$ cat config.mk
export PLATFORM = sky130hd
export DESIGN_NAME = i2c_slave_transmit_and_stretch
export DESIGN_NICKNAME = d
export VERILOG_FILES = /design/src/i2c_slave_pkg.sv /design/src/i2c_bus_sync.sv /design/src/i2c_slave_transmit_and_stretch.sv
export SDC_FILE = /design/constraint.sdc
export NUM_CORES = 1
export LEC_CHECK = 0
export ABC_AREA = 1
export BUFFER_PORTS_ARGS = -buffer_cell sky130_fd_sc_hd__buf_4
export CAP_MARGIN = 20
export CELL_PAD_IN_SITES_DETAIL_PLACEMENT = 2
export CELL_PAD_IN_SITES_GLOBAL_PLACEMENT = 2
export CORE_ASPECT_RATIO = 1.4
export CORE_UTILIZATION = 25
export DETAILED_ROUTE_END_ITERATION = 6
export GPL_TIMING_DRIVEN = 1
export PLACE_DENSITY_LB_ADDON = 0.1
export SLEW_MARGIN = 40
export SYNTH_ARGS = -nofsm -noshare
export SYNTH_HDL_FRONTEND = slang
export SYNTH_HIERARCHICAL = 1
export SYNTH_SLANG_ARGS = --single-unit
$ cat constraint.sdc
create_clock -name sys_clk -period 3.2 [get_ports sys_clk]
set_clock_uncertainty 0.2 [all_clocks]
set_input_delay 0 -clock sys_clk [delete_from_list [all_inputs] [get_ports sys_clk]]
set_output_delay 0 -clock sys_clk [all_outputs]
set_load 0.01 [all_outputs]
$ cat src/i2c_slave_pkg.sv
package i2c_slave_pkg;

	// counter width for the serial clock pulses of one byte plus acknowledge
	localparam int unsigned CNT_W = 4;
	localparam logic [CNT_W-1:0] CNT_ZERO = 4'h0;
	localparam logic [CNT_W-1:0] CNT_ONE = 4'h1;
	// data pulses per byte, and the pulse that carries the acknowledge
	localparam logic [CNT_W-1:0] DATA_BITS = 4'h8;
	localparam logic [CNT_W-1:0] ACK_PULSE = 4'h9;
	localparam int unsigned BYTE_W = 8;
	localparam int unsigned ADDR_W = 7;
	// direction bit position in the address byte
	localparam int unsigned RW_POS = 0;
	localparam int unsigned MSB_POS = BYTE_W - 1;
	localparam logic [BYTE_W-1:0] BYTE_ZERO = 8'h00;
	localparam logic [ADDR_W-1:0] ADDR_ZERO = 7'h00;

	typedef enum logic [2:0] {
		ST_IDLE,
		ST_ADDR,
		ST_RX,
		ST_TX,
		ST_SKIP
	} state_t;

endpackage

$ cat src/i2c_bus_sync.sv
`timescale 1ns/10ps
module i2c_bus_sync (
	// clock and reset
	input  wire logic sys_clk,
	input  wire logic rstn,
	// raw bus levels
	input  wire logic sclIn,
	input  wire logic sdaIn,
	// sampled levels and events
	output logic      sclLevel,
	output logic      sdaLevel,
	output logic      sclRise,
	output logic      sclFall,
	output logic      startSeen,
	output logic      stopSeen
);
	logic [1:0] sclMeta_reg;
	logic [1:0] sdaMeta_reg;
	logic       sclLast_reg;
	logic       sdaLast_reg;

	// two stages before anything looks at the pins
	always_ff @(posedge sys_clk) begin
		if (!rstn) begin
			sclMeta_reg <= 2'h3;
			sdaMeta_reg <= 2'h3;
		end else begin
			sclMeta_reg <= {sclMeta_reg[0], sclIn};
			sdaMeta_reg <= {sdaMeta_reg[0], sdaIn};
		end
	end

	always_ff @(posedge sys_clk) begin
		if (!rstn) begin
			sclLast_reg <= 1'b1;
			sdaLast_reg <= 1'b1;
		end else begin
			sclLast_reg <= sclMeta_reg[1];
			sdaLast_reg <= sdaMeta_reg[1];
		end
	end

	assign sclLevel  = sclMeta_reg[1];
	assign sdaLevel  = sdaMeta_reg[1];
	assign sclRise   = sclMeta_reg[1] && !sclLast_reg;
	assign sclFall   = !sclMeta_reg[1] && sclLast_reg;
	// data moving while the clock is high marks start and stop
	assign startSeen = sclMeta_reg[1] && sclLast_reg && sdaLast_reg && !sdaMeta_reg[1];
	assign stopSeen  = sclMeta_reg[1] && sclLast_reg && !sdaLast_reg && sdaMeta_reg[1];

endmodule // i2c_bus_sync

$ cat src/i2c_slave_transmit_and_stretch.sv
`timescale 1ns/10ps
// Operation
// - matched address with direction one sets the read/write flag
// - management mode forces the received direction bit to zero
// - management mode still interrupts on a direction-one match; software abandons it
// - writing the transmit buffer sets the transmit-full flag
// - outgoing data bits change on serial clock falling edges; the first also on a transmit buffer write
// - transmit-full clears after all eight bits are shifted out
// - master acknowledge sampled at rising edge of the ninth clock
// - low acknowledge continues, interrupts, and shows in the ack status
// - slave interrupt raised at falling edge of the ninth clock
// - high acknowledge ends transfer, interrupts, idles until next start
// - stretch enabled and receive full at ninth clock: clear release, hold clock
// - software setting the release bit frees the serial clock line
// - transmit mode clears release and holds clock after read match or ack
// - reading the receive buffer clears the receive-full flag
module i2c_slave_transmit_and_stretch
	import i2c_slave_pkg::*;
(
	// clock and reset
	input  wire logic              sys_clk,
	input  wire logic              rstn,
	// serial clock pin
	input  wire logic              sclIn,
	output logic                   sclOut,
	output logic                   sclOeN,
	// serial data pin
	input  wire logic              sdaIn,
	output logic                   sdaOut,
	output logic                   sdaOeN,
	// configuration
	input  wire logic [ADDR_W-1:0] ownAddress,
	input  wire logic              rxStretchEnable,
	input  wire logic              mgmtModeEnable,
	// software side of the buffers
	input  wire logic              txWrite,
	input  wire logic [BYTE_W-1:0] txData,
	input  wire logic              rxRead,
	output logic      [BYTE_W-1:0] rxData,
	// software control
	input  wire logic              clockReleaseSet,
	input  wire logic              clockReleaseClear,
	input  wire logic              slaveIrqClear,
	// status
	output logic                   txBufferFull,
	output logic                   rxBufferFull,
	output logic                   readWriteFlag,
	output logic                   ackStatusBit,
	output logic                   clockReleaseBit,
	output logic                   slaveInterruptFlag
);
	logic              sclLevel;
	logic              sdaLevel;
	logic              sclRise;
	logic              sclFall;
	logic              startSeen;
	logic              stopSeen;
	state_t            state_reg;
	logic [CNT_W-1:0]  bitCnt_reg;
	logic [BYTE_W-1:0] rxShift_reg;
	logic [BYTE_W-1:0] txShift_reg;
	logic              sdaLow_reg;
	logic              sclHold_reg;
	logic              addrMatch_reg;
	logic              ackPhase;
	logic              byteEnd;
	logic              rawRw;
	logic              rxLoad;
	logic              relClearHw;

	i2c_bus_sync busSync (
		.sys_clk  (sys_clk),
		.rstn     (rstn),
		.sclIn    (sclIn),
		.sdaIn    (sdaIn),
		.sclLevel (sclLevel),
		.sdaLevel (sdaLevel),
		.sclRise  (sclRise),
		.sclFall  (sclFall),
		.startSeen(startSeen),
		.stopSeen (stopSeen)
	);

	// falling edge after eighth pulse opens the acknowledge slot
	assign ackPhase = sclFall && (bitCnt_reg == DATA_BITS);
	assign byteEnd  = sclFall && (bitCnt_reg == ACK_PULSE);
	assign rawRw    = rxShift_reg[RW_POS];
	assign rxLoad   = ackPhase && (state_reg == ST_RX) && !rxBufferFull;
	assign relClearHw = byteEnd && (((state_reg == ST_RX) && rxStretchEnable && rxBufferFull)
		|| ((state_reg == ST_ADDR) && addrMatch_reg && rawRw && !mgmtModeEnable)
		|| ((state_reg == ST_TX) && !ackStatusBit));

	always_ff @(posedge sys_clk) begin
		if (!rstn) begin
			state_reg  <= ST_IDLE;
			bitCnt_reg <= CNT_ZERO;
		end else if (startSeen) begin
			state_reg  <= ST_ADDR;
			bitCnt_reg <= CNT_ZERO;
		end else if (stopSeen) begin
			state_reg  <= ST_IDLE;
			bitCnt_reg <= CNT_ZERO;
		end else begin
			if (sclRise && bitCnt_reg != ACK_PULSE)
				bitCnt_reg <= bitCnt_reg + CNT_ONE;
			if (byteEnd) begin
				bitCnt_reg <= CNT_ZERO;
				case (state_reg)
					ST_ADDR: begin
						if (!addrMatch_reg)
							state_reg <= ST_SKIP;
						else if (rawRw && !mgmtModeEnable)
							state_reg <= ST_TX;
						else
							state_reg <= ST_RX;
					end
					ST_TX: state_reg <= ackStatusBit ? ST_IDLE : ST_TX;
					ST_RX: state_reg <= ST_RX;
					default: state_reg <= state_reg;
				endcase
			end
		end
	end

	// incoming bits, sampled while the clock is high
	always_ff @(posedge sys_clk) begin
		if (!rstn)
			rxShift_reg <= BYTE_ZERO;
		else if (sclRise && bitCnt_reg < DATA_BITS)
			rxShift_reg <= {rxShift_reg[MSB_POS-1:0], sdaLevel};
	end

	always_ff @(posedge sys_clk) begin
		if (!rstn)
			addrMatch_reg <= 1'b0;
		else if (ackPhase && state_reg == ST_ADDR)
			addrMatch_reg <= (rxShift_reg[MSB_POS:1] == ownAddress);
	end

	always_ff @(posedge sys_clk) begin
		if (!rstn) begin
			rxData       <= BYTE_ZERO;
			rxBufferFull <= 1'b0;
		end else if (rxLoad) begin
			rxData       <= rxShift_reg;
			rxBufferFull <= 1'b1;
		end else if (rxRead) begin
			rxBufferFull <= 1'b0;
		end
	end

	always_ff @(posedge sys_clk) begin
		if (!rstn)
			readWriteFlag <= 1'b0;
		else if (byteEnd && state_reg == ST_ADDR && addrMatch_reg)
			readWriteFlag <= rawRw && !mgmtModeEnable;
	end

	// the shift register doubles as the transmit buffer to save a byte of flops
	always_ff @(posedge sys_clk) begin
		if (!rstn) begin
			txShift_reg  <= BYTE_ZERO;
			txBufferFull <= 1'b0;
		end else if (txWrite) begin
			txShift_reg  <= txData;
			txBufferFull <= 1'b1;
		end else if (state_reg == ST_TX && sclFall) begin
			if (bitCnt_reg >= CNT_ONE && bitCnt_reg < DATA_BITS)
				txShift_reg <= {txShift_reg[MSB_POS-1:0], 1'b0};
			if (bitCnt_reg == DATA_BITS)
				txBufferFull <= 1'b0;
		end
	end

	// data line drive: ack slot when receiving, data bits when sending
	always_ff @(posedge sys_clk) begin
		if (!rstn) begin
			sdaLow_reg <= 1'b0;
		end else if (startSeen || stopSeen) begin
			sdaLow_reg <= 1'b0;
		end else if (state_reg == ST_TX) begin
			if (txWrite && bitCnt_reg == CNT_ZERO)
				sdaLow_reg <= !txData[MSB_POS];
			else if (sclFall && bitCnt_reg >= CNT_ONE && bitCnt_reg < DATA_BITS)
				sdaLow_reg <= !txShift_reg[MSB_POS-1];
			else if (sclFall)
				sdaLow_reg <= 1'b0;
		end else if (ackPhase) begin
			sdaLow_reg <= (state_reg == ST_ADDR) ? (rxShift_reg[MSB_POS:1] == ownAddress)
				: (state_reg == ST_RX) && !rxBufferFull;
		end else if (byteEnd) begin
			// first data bit of a read goes out as the address slot ends if the transmit buffer is already full
			sdaLow_reg <= (state_reg == ST_ADDR) && addrMatch_reg && rawRw && !mgmtModeEnable
				&& txBufferFull && !txShift_reg[MSB_POS];
		end
	end

	always_ff @(posedge sys_clk) begin
		if (!rstn)
			ackStatusBit <= 1'b0;
		else if (state_reg == ST_TX && sclRise && bitCnt_reg == DATA_BITS)
			ackStatusBit <= sdaLevel;
	end

	always_ff @(posedge sys_clk) begin
		if (!rstn)
			slaveInterruptFlag <= 1'b0;
		else if (byteEnd && (state_reg == ST_TX || state_reg == ST_RX
			|| (state_reg == ST_ADDR && addrMatch_reg)))
			slaveInterruptFlag <= 1'b1;
		else if (slaveIrqClear)
			slaveInterruptFlag <= 1'b0;
	end

	// hardware clear wins so a stretch is never missed
	always_ff @(posedge sys_clk) begin
		if (!rstn)
			clockReleaseBit <= 1'b1;
		else if (relClearHw || clockReleaseClear)
			clockReleaseBit <= 1'b0;
		else if (clockReleaseSet)
			clockReleaseBit <= 1'b1;
	end

	// a hold starts only once the bus clock is already low, so no pulse is cut short
	always_ff @(posedge sys_clk) begin
		if (!rstn)
			sclHold_reg <= 1'b0;
		else
			sclHold_reg <= !clockReleaseBit && (sclHold_reg || !sclLevel);
	end

	assign sclOut = 1'b0;
	assign sdaOut = 1'b0;
	assign sclOeN = !sclHold_reg;
	assign sdaOeN = !sdaLow_reg;

	property p_txFullSet;
		@(posedge sys_clk) disable iff (!rstn) txWrite |=> txBufferFull;
	endproperty
	a_txFullSet: assert property (p_txFullSet) else $error("transmit full not set by write");

	property p_txFullClr;
		@(posedge sys_clk) disable iff (!rstn)
			(state_reg == ST_TX && ackPhase && !txWrite) |=> !txBufferFull;
	endproperty
	a_txFullClr: assert property (p_txFullClr) else $error("transmit full not cleared after byte");

	property p_rwSet;
		@(posedge sys_clk) disable iff (!rstn)
			(byteEnd && state_reg == ST_ADDR && addrMatch_reg && rawRw && !mgmtModeEnable)
			|=> readWriteFlag && state_reg == ST_TX;
	endproperty
	a_rwSet: assert property (p_rwSet) else $error("read match did not enter transmit");

	property p_mgmtNoTx;
		@(posedge sys_clk) disable iff (!rstn)
			(byteEnd && state_reg == ST_ADDR && addrMatch_reg && mgmtModeEnable && !startSeen && !stopSeen)
			|=> !readWriteFlag && state_reg != ST_TX;
	endproperty
	a_mgmtNoTx: assert property (p_mgmtNoTx) else $error("management mode entered transmit");

	property p_mgmtIrq;
		@(posedge sys_clk) disable iff (!rstn)
			(byteEnd && state_reg == ST_ADDR && addrMatch_reg && rawRw && mgmtModeEnable)
			|=> slaveInterruptFlag;
	endproperty
	a_mgmtIrq: assert property (p_mgmtIrq) else $error("no interrupt on management read");

	property p_ackSample;
		@(posedge sys_clk) disable iff (!rstn)
			(state_reg == ST_TX && sclRise && bitCnt_reg == DATA_BITS) |=> ackStatusBit == $past(sdaLevel);
	endproperty
	a_ackSample: assert property (p_ackSample) else $error("acknowledge not sampled");

	property p_txIrq;
		@(posedge sys_clk) disable iff (!rstn) (byteEnd && state_reg == ST_TX) |=> slaveInterruptFlag;
	endproperty
	a_txIrq: assert property (p_txIrq) else $error("no interrupt at ninth falling edge");

	property p_nackIdle;
		@(posedge sys_clk) disable iff (!rstn)
			(byteEnd && state_reg == ST_TX && ackStatusBit && !startSeen) |=> state_reg == ST_IDLE ##1 sdaOeN;
	endproperty
	a_nackIdle: assert property (p_nackIdle) else $error("nack did not end transfer");

	property p_rxStretch;
		@(posedge sys_clk) disable iff (!rstn)
			(byteEnd && state_reg == ST_RX && rxStretchEnable && rxBufferFull) |=> !clockReleaseBit ##2 !sclOeN;
	endproperty
	a_rxStretch: assert property (p_rxStretch) else $error("receive stretch missing");

	property p_txHold;
		@(posedge sys_clk) disable iff (!rstn)
			(byteEnd && state_reg == ST_TX && !ackStatusBit) |=> !clockReleaseBit;
	endproperty
	a_txHold: assert property (p_txHold) else $error("no hold after acknowledged byte");

	property p_release;
		@(posedge sys_clk) disable iff (!rstn)
			(clockReleaseSet && !relClearHw && !clockReleaseClear) |=> clockReleaseBit ##1 sclOeN;
	endproperty
	a_release: assert property (p_release) else $error("clock not released");

	property p_rxClear;
		@(posedge sys_clk) disable iff (!rstn) (rxRead && !rxLoad) |=> !rxBufferFull;
	endproperty
	a_rxClear: assert property (p_rxClear) else $error("receive full not cleared by read");

endmodule // i2c_slave_transmit_and_stretch

# Yosys cells after proc, flatten, opt, wreduce, memory -nomap -nowiden
# Index checks and enable logic that the tools add are counted.
[totals] register_bits=46 input_bits=26 out_inout_bits=18 elab_cells=132
[classes] addsub=1 n_lt_le_gt_ge=2 n_eq_ne=8 muxes=26 bitwise=1 n_reduce_logical=75
[op_table] cell="logical AND 1 bit" count=36
[op_table] cell="two-way mux 8 bit" count=3
[op_table] cell="two-way mux 1 bit" count=20
[op_table] cell="zero test 1 bit" count=13
[op_table] cell="nonzero test 2 bit" count=6
[op_table] cell="AND reduction 2 bit" count=5
[op_table] cell="one-hot mux 3 bit (3 select lines)" count=1
[op_table] cell="nonzero test 3 bit" count=3
[op_table] cell="== test 4 bit, second input constant" count=2
[op_table] cell="!= test 4 bit, second input constant" count=2
[op_table] cell="== test 7 bit" count=1
[op_table] cell="logical OR 1 bit" count=7
[op_table] cell="== test 3 x 2 -> 1 bit, second input constant" count=2
[op_table] cell="nonzero test 5 bit" count=1
[op_table] cell="adder 4 x 1 -> 4 bit, second input constant" count=1
[op_table] cell=">= comparator 4 x 1 -> 1 bit, second input constant" count=1
[op_table] cell="zero test 4 bit" count=1
[op_table] cell="< comparator 4 bit, second input constant" count=1
[op_table] cell="OR reduction 4 bit" count=1
[op_table] cell="== test 3 x 1 -> 1 bit, second input constant" count=1
[op_table] cell="two-way mux 3 bit" count=1
[op_table] cell="OR reduction 3 bit" count=1
[op_table] cell="two-way mux 2 bit" count=1
[op_table] cell="OR reduction 2 bit" count=1
[op_table] cell="NOT 1 bit" count=1

# Logic depth before layout (Yosys ltp)
# Gate-level depths: netlist (run 1).
[logic_depth] word_depth=9 ltp_mapped=12 ltp_nobuf=12

# By module
# The synthesis (run 1) kept the hierarchy.
[modules_own_cells] mod="i2c_slave_transmit_and_stretch" instances=1 cells_per_inst=284 area_each_um2=1959.4 seq_area_each_um2=800.8
[modules_own_cells] mod="i2c_bus_sync" instances=1 cells_per_inst=27 area_each_um2=198.9 seq_area_each_um2=120.1

# Worst setup path after synthesis (run 1)
# OpenSTA, ideal clock, no wires.
[synth_path] path_type="register to register" from="reg bitCnt_reg[0]" to="reg rxData[5]" setup_time_ns=0.119 t_arrival_ns=1.217 required_ns=2.881 path_slack_ns=1.665 stages_incl_launch_ff=10 n_path_buf=1 period_less_slack_ns=1.535 cell_sequence="dfxtp_1 -> inv_1 -> ha_1 -> nand3_1 -> nor2_2 -> nand2_2 -> inv_2 -> buf_6 -> o21ai_1 -> a21oi_1"
[synth_between] elab_chain_len=4
[synth_rtl] element="from (decl)" line_no="i2c_slave_transmit_and_stretch.sv:59" source="logic [CNT_W-1:0] bitCnt_reg;"
[synth_rtl] element="from (signal assigned)" line_no="i2c_slave_transmit_and_stretch.sv:105" source="bitCnt_reg <= bitCnt_reg + CNT_ONE;"
[synth_rtl] element="== test 4 bit" line_no="i2c_slave_transmit_and_stretch.sv:85" source="assign ackPhase = sclFall && (bitCnt_reg == DATA_BITS);"
[synth_rtl] element="logical AND 1 bit" line_no="i2c_slave_transmit_and_stretch.sv:85"
[synth_rtl] element="logical AND 1 bit (2 in a row)" line_no="i2c_slave_transmit_and_stretch.sv:88" source="assign rxLoad = ackPhase && (state_reg == ST_RX) && !rxBufferFull;"
[synth_rtl] element="to (signal assigned)" line_no="i2c_slave_transmit_and_stretch.sv:145" source="rxData <= rxShift_reg;"
[synth_rtl] element="to (decl)" line_no="i2c_slave_transmit_and_stretch.sv:39" source="output logic [BYTE_W-1:0] rxData,"
# Every way passes these cells.
# A chain may end at the register's enable or synchronous reset.

# Final worst setup path (run 1)
[layout_path] from="reg bitCnt_reg[0]" to="reg txShift_reg[3]"
[layout_between] elab_chain_len=4 elab_cells_between_ends=5 cone_classes="order compare (2); reduce/logical (3)"
[layout_rtl] element=">= comparator 4 x 1 -> 1 bit / < comparator 4 bit (equally long branches)" line_no="i2c_slave_transmit_and_stretch.sv:168" source="if (bitCnt_reg >= CNT_ONE && bitCnt_reg < DATA_BITS)"
[layout_rtl] element="logical AND 1 bit (*)" line_no="i2c_slave_transmit_and_stretch.sv:168"
[layout_rtl] element="nonzero test 2 bit (no source line) (*)"
[layout_rtl] element="AND reduction 2 bit (no source line) (*)"
[layout_rtl] element="to (signal assigned)" line_no="i2c_slave_transmit_and_stretch.sv:165" source="txShift_reg <= txData;"
[layout_rtl] element="to (signal assigned)" line_no="i2c_slave_transmit_and_stretch.sv:169" source="txShift_reg <= {txShift_reg[MSB_POS-1:0], 1'b0};"
[layout_rtl] element="to (decl)" line_no="i2c_slave_transmit_and_stretch.sv:61" source="logic [BYTE_W-1:0] txShift_reg;"
# Every way passes the cells marked *; elsewhere a longest branch is shown, timed or not.

==> results of run 1 <==
==> routing by layer <==
metal  vias to the layer above  track usage (%)  routed length [um]
li1                       1127                -                   -
met1                      1098             16.6                2710
met2                        29             36.6                4310
met3                         8             3.28                 188
met4                         0             5.36                 104
met5                         -                0                   0
==> where the power goes <==
part,switching (uW),internal (uW)
Combinational,65.1,72.4
Clock,233,369
Sequential,11.9,588
Total,310,1030
==> worst max-delay path by stage <==
| stage | slack, ns | depth (start not counted) | to | from |
|---|---|---|---|---|
| finish | 0.78 | 8 | txShift_reg[3] | bitCnt_reg[0] |
| global route | 0.64 | 8 | txShift_reg[3] | bitCnt_reg[0] |
| CTS | 0.87 | 8 | txShift_reg[2] | bitCnt_reg[0] |
| detailed placement | 1.17 | 7 | rxShift_reg[0] | busSync/sclMeta_reg[1] |
| global placement | 1.14 | 7 | rxShift_reg[0] | busSync/sclMeta_reg[1] |
| floorplan | 1.66 | 9 | rxData[5] | bitCnt_reg[0] |
==> cell type report <==
type                    instances  area [um2]  area share (%)
multi-input cells             205         992            32.3
flip-flops and latches         46         921            30.0
repair buffers                 77         668            21.8
inverters                      52         195            6.36
clock buffers                   6         129            4.20
well taps                     102         128            4.16
clock inverters                 2        37.5            1.22
==> logic make-up after synthesis <==
group	synth area share, %
buf+inv	11.5
simple gates	27.2
other cells	0.174
xor+xnor	1.62
compound gates	15.0
flops	42.7
fa+ha+maj	1.74
==> critical path, stage by stage (launching register included) <==
cell,delay [ns]
dfxtp_1,0.41
inv_1,0.08
ha_1,0.26
nand3_1,0.11
nand2_2,0.09
nor3_4,0.30
nand2_1,0.14
a31oi_1,0.19
dlygate4sd3_1,0.58
==> metrics by stage <==
step                      hold WS [ns]  cells  area (um2)
final                          0.00508    490        3070
after global routing            0.0500    490        3070
after CTS                      0.00671    490        3070
after detailed placement       -0.0217    446        2540
after global placement         -0.0284    446        2540
after floorplan                 -0.131    312        2160
==> cell usage in the layout, fill, tap and decap left out, types with 2 or more instances in the layout <==
| cell type | count |
|---|---|
| nor2_1 | 30 |
| inv_1 | 47 |
| conb_1 | 2 |
| nand2_2 | 4 |
| buf_4 | 41 |
| inv_2 | 4 |
| o21ai_1 | 2 |
| xnor2_1 | 3 |
| nand3_1 | 16 |
| nor2_2 | 3 |
| o21ai_0 | 21 |
| clkbuf_16 | 5 |
| nor2_4 | 2 |
| nand2_1 | 74 |
| a21oi_1 | 26 |
| nand4_1 | 4 |
| ha_1 | 3 |
| dfxtp_1 | 46 |
| a31oi_1 | 9 |
| dlygate4sd3_1 | 36 |
==> flow_summary.json, run 1 <==
{
  "status": "completed",
  "synth-edff-count": 0,
  "antenna_found_initial": 0,
  "first_global_vias": 2529,
  "cp_data_required_time_ns": 3.24,
  "rsz0062_at_grt": "no",
  "ctsHtreeMaxLevel": 2,
  "dp_hpwl_mm": 5.10,
  "synth_most_common_cell": "nand2_1",
  "synth_seq_cells": 46,
  "critPathLaunchType": "flop",
  "rr_worst_depth": 8,
  "synthTopCellsByCount": "74 x nand2_1, 47 x inv_1, 46 x dfxtp_1",
  "root_buffer": "clkbuf_16",
  "drt_first_pass_iters": 4,
  "ir_worst_vdd_v": 0.000213,
  "whs_path_depth": 6,
  "powerDensity_mw_per_mm2": 436,
  "wl_per_cell_um": 14.9,
  "ys_warn_count": 6,
  "vias": 2262,
  "synth_area_leaders": "dfxtp_1 43%, nand2_1 13%, inv_1 8.2%, a21oi_1 6.0%, nor2_1 5.2%",
  "leakagePower_uw": 0.00139,
  "cts_tree": "done",
  "gp_congestion": 0.864,
  "hold_end": "readWriteFlag",
  "drtIter0Drc": 61,
  "gr-total-overflow": 0,
  "crit_arrival_ns": 2.46,
  "synth_top_area_share_pct": 42.7,
  "drive_above_1_share_pct": 16.5,
  "tightest_slew_ns": 0.638,
  "drc": 0,
  "setup_slack_ns": 0.784,
  "vias_per_cell": 4.62,
  "port_buffers": 41,
  "fill_cells": 990,
  "core_area_mm2": 0.00825,
  "ys.flop_type": "dfxtp_1",
  "path_max_fanout": 6,
  "slew_viol_final": 0,
  "postSynthCellCount": 311,
  "syn-mean-instance-area_um2": 6.94,
  "fin_crit_ns": 2.42,
  "drt_wl_total_mm": 7.31,
  "synth_top_area_cell": "dfxtp_1",
  "hp-class": "input port to flop",
  "start_util_pct": 26.2,
  "yosysSeqAreaShare_pct": 42.7,
  "min_period_over_period_pct": 75.5,
  "nets": 416,
  "die_x_um": 80.5,
  "drv_cap": 0,
  "clk_pin_slew_ns": 0.07,
  "ctsHoldBuffers": 36,
  "grt_max_degree": 27,
  "synth_area_mm2": 0.00216,
  "final_util_pct": 37.2,
  "reg2reg_slack_ns": 0.78,
  "rr_startpoint": "bitCnt_reg[0]",
  "rows": 39,
  "die_h_um": 112,
  "cts_buffer_depth": 2,
  "die_area_mm2": 0.00901,
  "fin_setup_tns_ns": 0,
  "finalHoldViolCount": 0,
  "synthArstFlopShare_pct": 0,
  "worst_setup_path_end_kind": "flop",
  "setup_violations": 0,
  "clock.fmax_mhz": 414,
  "p_total_uw": 1340,
  "r2r_end": "txShift_reg[3]",
  "clk_latency_ns": 0.29,
  "max-slew-margin-rel_pct": 57.3,
  "preCtsSetupSlack_ns": 1.17,
  "cts_setup_buffers": 0,
  "clkSinkCount": 46,
  "syn_to_final_growth_pct": 42.3,
  "diodes": 0,
  "grt_pass1_wl_mm": 12.1,
  "cts_buffers": 5,
  "io_pins": 44,
  "hold_start": "mgmtModeEnable",
  "final_antenna_net_count": 0,
  "worstSetupPathType": "flop to flop",
  "grt_use_total_pct": 17.7,
  "synth_cell_types": 28,
  "cts_resized": 0
}
Note: power is estimated with default switching activity, not from simulation.
==> run 2: changes to the inputs <==
==> constraint.sdc (replaced) <==
create_clock -name sys_clk -period 2 [get_ports sys_clk]
set_clock_uncertainty 0.2 [all_clocks]
set_input_delay 0 -clock sys_clk [delete_from_list [all_inputs] [get_ports sys_clk]]
set_output_delay 0 -clock sys_clk [all_outputs]
set_load 0.01 [all_outputs]
==> flow_summary.json, run 2 (synthesis gave the netlist of run 1 again) <==
{
  "worstSetupPathType": "flop to flop",
  "leakagePower_uw": 0.00136,
  "whs_ns": 0.00606,
  "antenna_found_initial": 0,
  "cts_buffers": 5,
  "die_h_um": 112,
  "port_buffers": 41,
  "clkSinkCount": 46,
  "fin_setup_tns_ns": 0,
  "hp-class": "input port to flop",
  "dp_hpwl_mm": 5.09,
  "cts_buffer_depth": 2,
  "reg2reg_slack_ns": 0.11,
  "fill_cells": 1020,
  "cp_top_family": "buffers and inverters",
  "whs_path_depth": 4,
  "cts_tree": "done",
  "fin_crit_ns": 1.89,
  "grt_max_degree": 18,
  "max-slew-margin-rel_pct": 65.4,
  "start_util_pct": 26.2,
  "grt_pass1_wl_mm": 11.2,
  "die_area_mm2": 0.00901,
  "place_inst": 449,
  "crit_arrival_ns": 1.91,
  "path_max_fanout": 3,
  "min_period_over_period_pct": 94.5,
  "cp.depth": 10,
  "wl_met1_mm": 2.52,
  "preCtsSetupSlack_ns": 0.140,
  "tightest_slew_ns": 0.518,
  "io_pins": 44,
  "gr-total-overflow": 0,
  "ir_worst_vdd_v": 0.000342,
  "clk_latency_ns": 0.29,
  "core_area_mm2": 0.00825,
  "hold_end": "clockReleaseBit",
  "first_global_vias": 2433,
  "fin_cells": 485,
  "finalHoldViolCount": 0,
  "drt_wl_total_mm": 6.78,
  "syn_to_final_growth_pct": 40.2,
  "drv_cap": 0,
  "vias_per_cell": 4.59,
  "gp_congestion": 0.790,
  "final_antenna_net_count": 0,
  "final_util_pct": 36.7,
  "critPathLaunchType": "flop",
  "max_stage_delay_ns": 0.55,
  "mostFrequentLayoutCells": "74 x nand2_1, 47 x inv_1, 44 x dfxtp_1, 44 x buf_4, 30 x nor2_1",
  "cp_common_cell": "nand2_1",
  "powerDensity_mw_per_mm2": 706,
  "vias": 2226,
  "slew_viol_final": 0,
  "rows": 39,
  "setup_slack_ns": 0.111,
  "r2r_end": "sdaLow_reg",
  "cp_num_buf_inv": 2,
  "setup_violations": 0,
  "drive_above_1_share_pct": 18.3,
  "crit_start": "rxShift_reg[1]",
  "clk_pin_slew_ns": 0.07,
  "cts_setup_buffers": 0,
  "drc": 0,
  "wl_per_cell_um": 14.0,
  "wl_met3_um": 183,
  "routed.top_layer": "met4",
  "wl_met2_mm": 3.99,
  "nets": 411,
  "die_x_um": 80.5,
  "rr_startpoint": "rxShift_reg[1]",
  "drtIter0Drc": 30,
  "grt_use_total_pct": 16.6,
  "hold_start": "rxStretchEnable",
  "slowest_stage": "dlygate4sd3_1",
  "rr_worst_depth": 10,
  "ctsHtreeMaxLevel": 2,
  "final_common_cell": "nand2_1",
  "root_buffer": "clkbuf_16",
  "clock.fmax_mhz": 529,
  "drt_first_pass_iters": 4,
  "diodes": 0,
  "worst_setup_path_end_kind": "flop",
  "status": "completed",
  "rsz0062_at_grt": "no",
  "cp_data_required_time_ns": 2.02,
  "crit_chain": "inv_1 -> nand2_1 -> nand2_1 -> nand2_1 -> nor2_1 -> dlygate4sd3_1 -> nand3_1 -> nand2_1 -> nand2_1 -> a21oi_1"
}
run 2: repair_timing:
item                                    CTS  global route
gates resized for setup                   0             4
hold buffers                             28             0
endpoints found under the setup margin    0             2
endpoints found under the hold margin    22             0
run 2: worst max path at each step:
stage	to	slack, ns
after floorplan	rxData[5]	0.46
after global placement	sdaLow_reg	0.20
after detailed placement	sdaLow_reg	0.14
after CTS	sdaLow_reg	0.05
after global routing	sdaLow_reg	0.004
final	sdaLow_reg	0.11
run 2: power breakdown:
part | leakage (uW) | internal [uW] | switching (uW)
clock | 0.0000760 | 590 | 380
combinational | 0.000913 | 109 | 99.7
sequential | 0.000376 | 940 | 18.0
total | 0.00136 | 1640 | 498
run 2: layer usage:
metal / vias up / global-route usage (%)
met2: 29 / 33.5
li1: 1113 / -
met3: 6 / 3.36
met5: - / 0
met1: 1078 / 15.7
met4: 0 / 5.36
run 2: layout make-up:
| cell class | instances | area [um2] | share of cell area, % |
|---|---|---|---|
| Multi-Input combinational cell | 205 | 997 | 32.9 |
| Sequential cell | 46 | 923 | 30.5 |
| Timing Repair Buffer | 72 | 611 | 20.2 |
| Inverter | 52 | 198 | 6.53 |
| Tap cell | 102 | 128 | 4.22 |
| Clock buffer | 5 | 125 | 4.13 |
| Clock inverter | 3 | 45.0 | 1.49 |
run 2: worst reg2reg max path, cell delays in order, from the launching register on:
cell and delay (ns):
dfxtp_1 0.33, inv_1 0.10, nand2_1 0.06, nand2_1 0.05, nand2_1 0.05, nor2_1 0.10, dlygate4sd3_1 0.55, nand3_1 0.11
nand2_1 0.08, nand2_1 0.06, a21oi_1 0.13
run 2: metrics by stage:
stage               instance area [um2]  power [uW]
floorplan                          2160        1070
finish                             3030        2140
global route                       3030        2230
global placement                   2570        1140
detailed placement                 2570        1150
CTS                                3020        2170
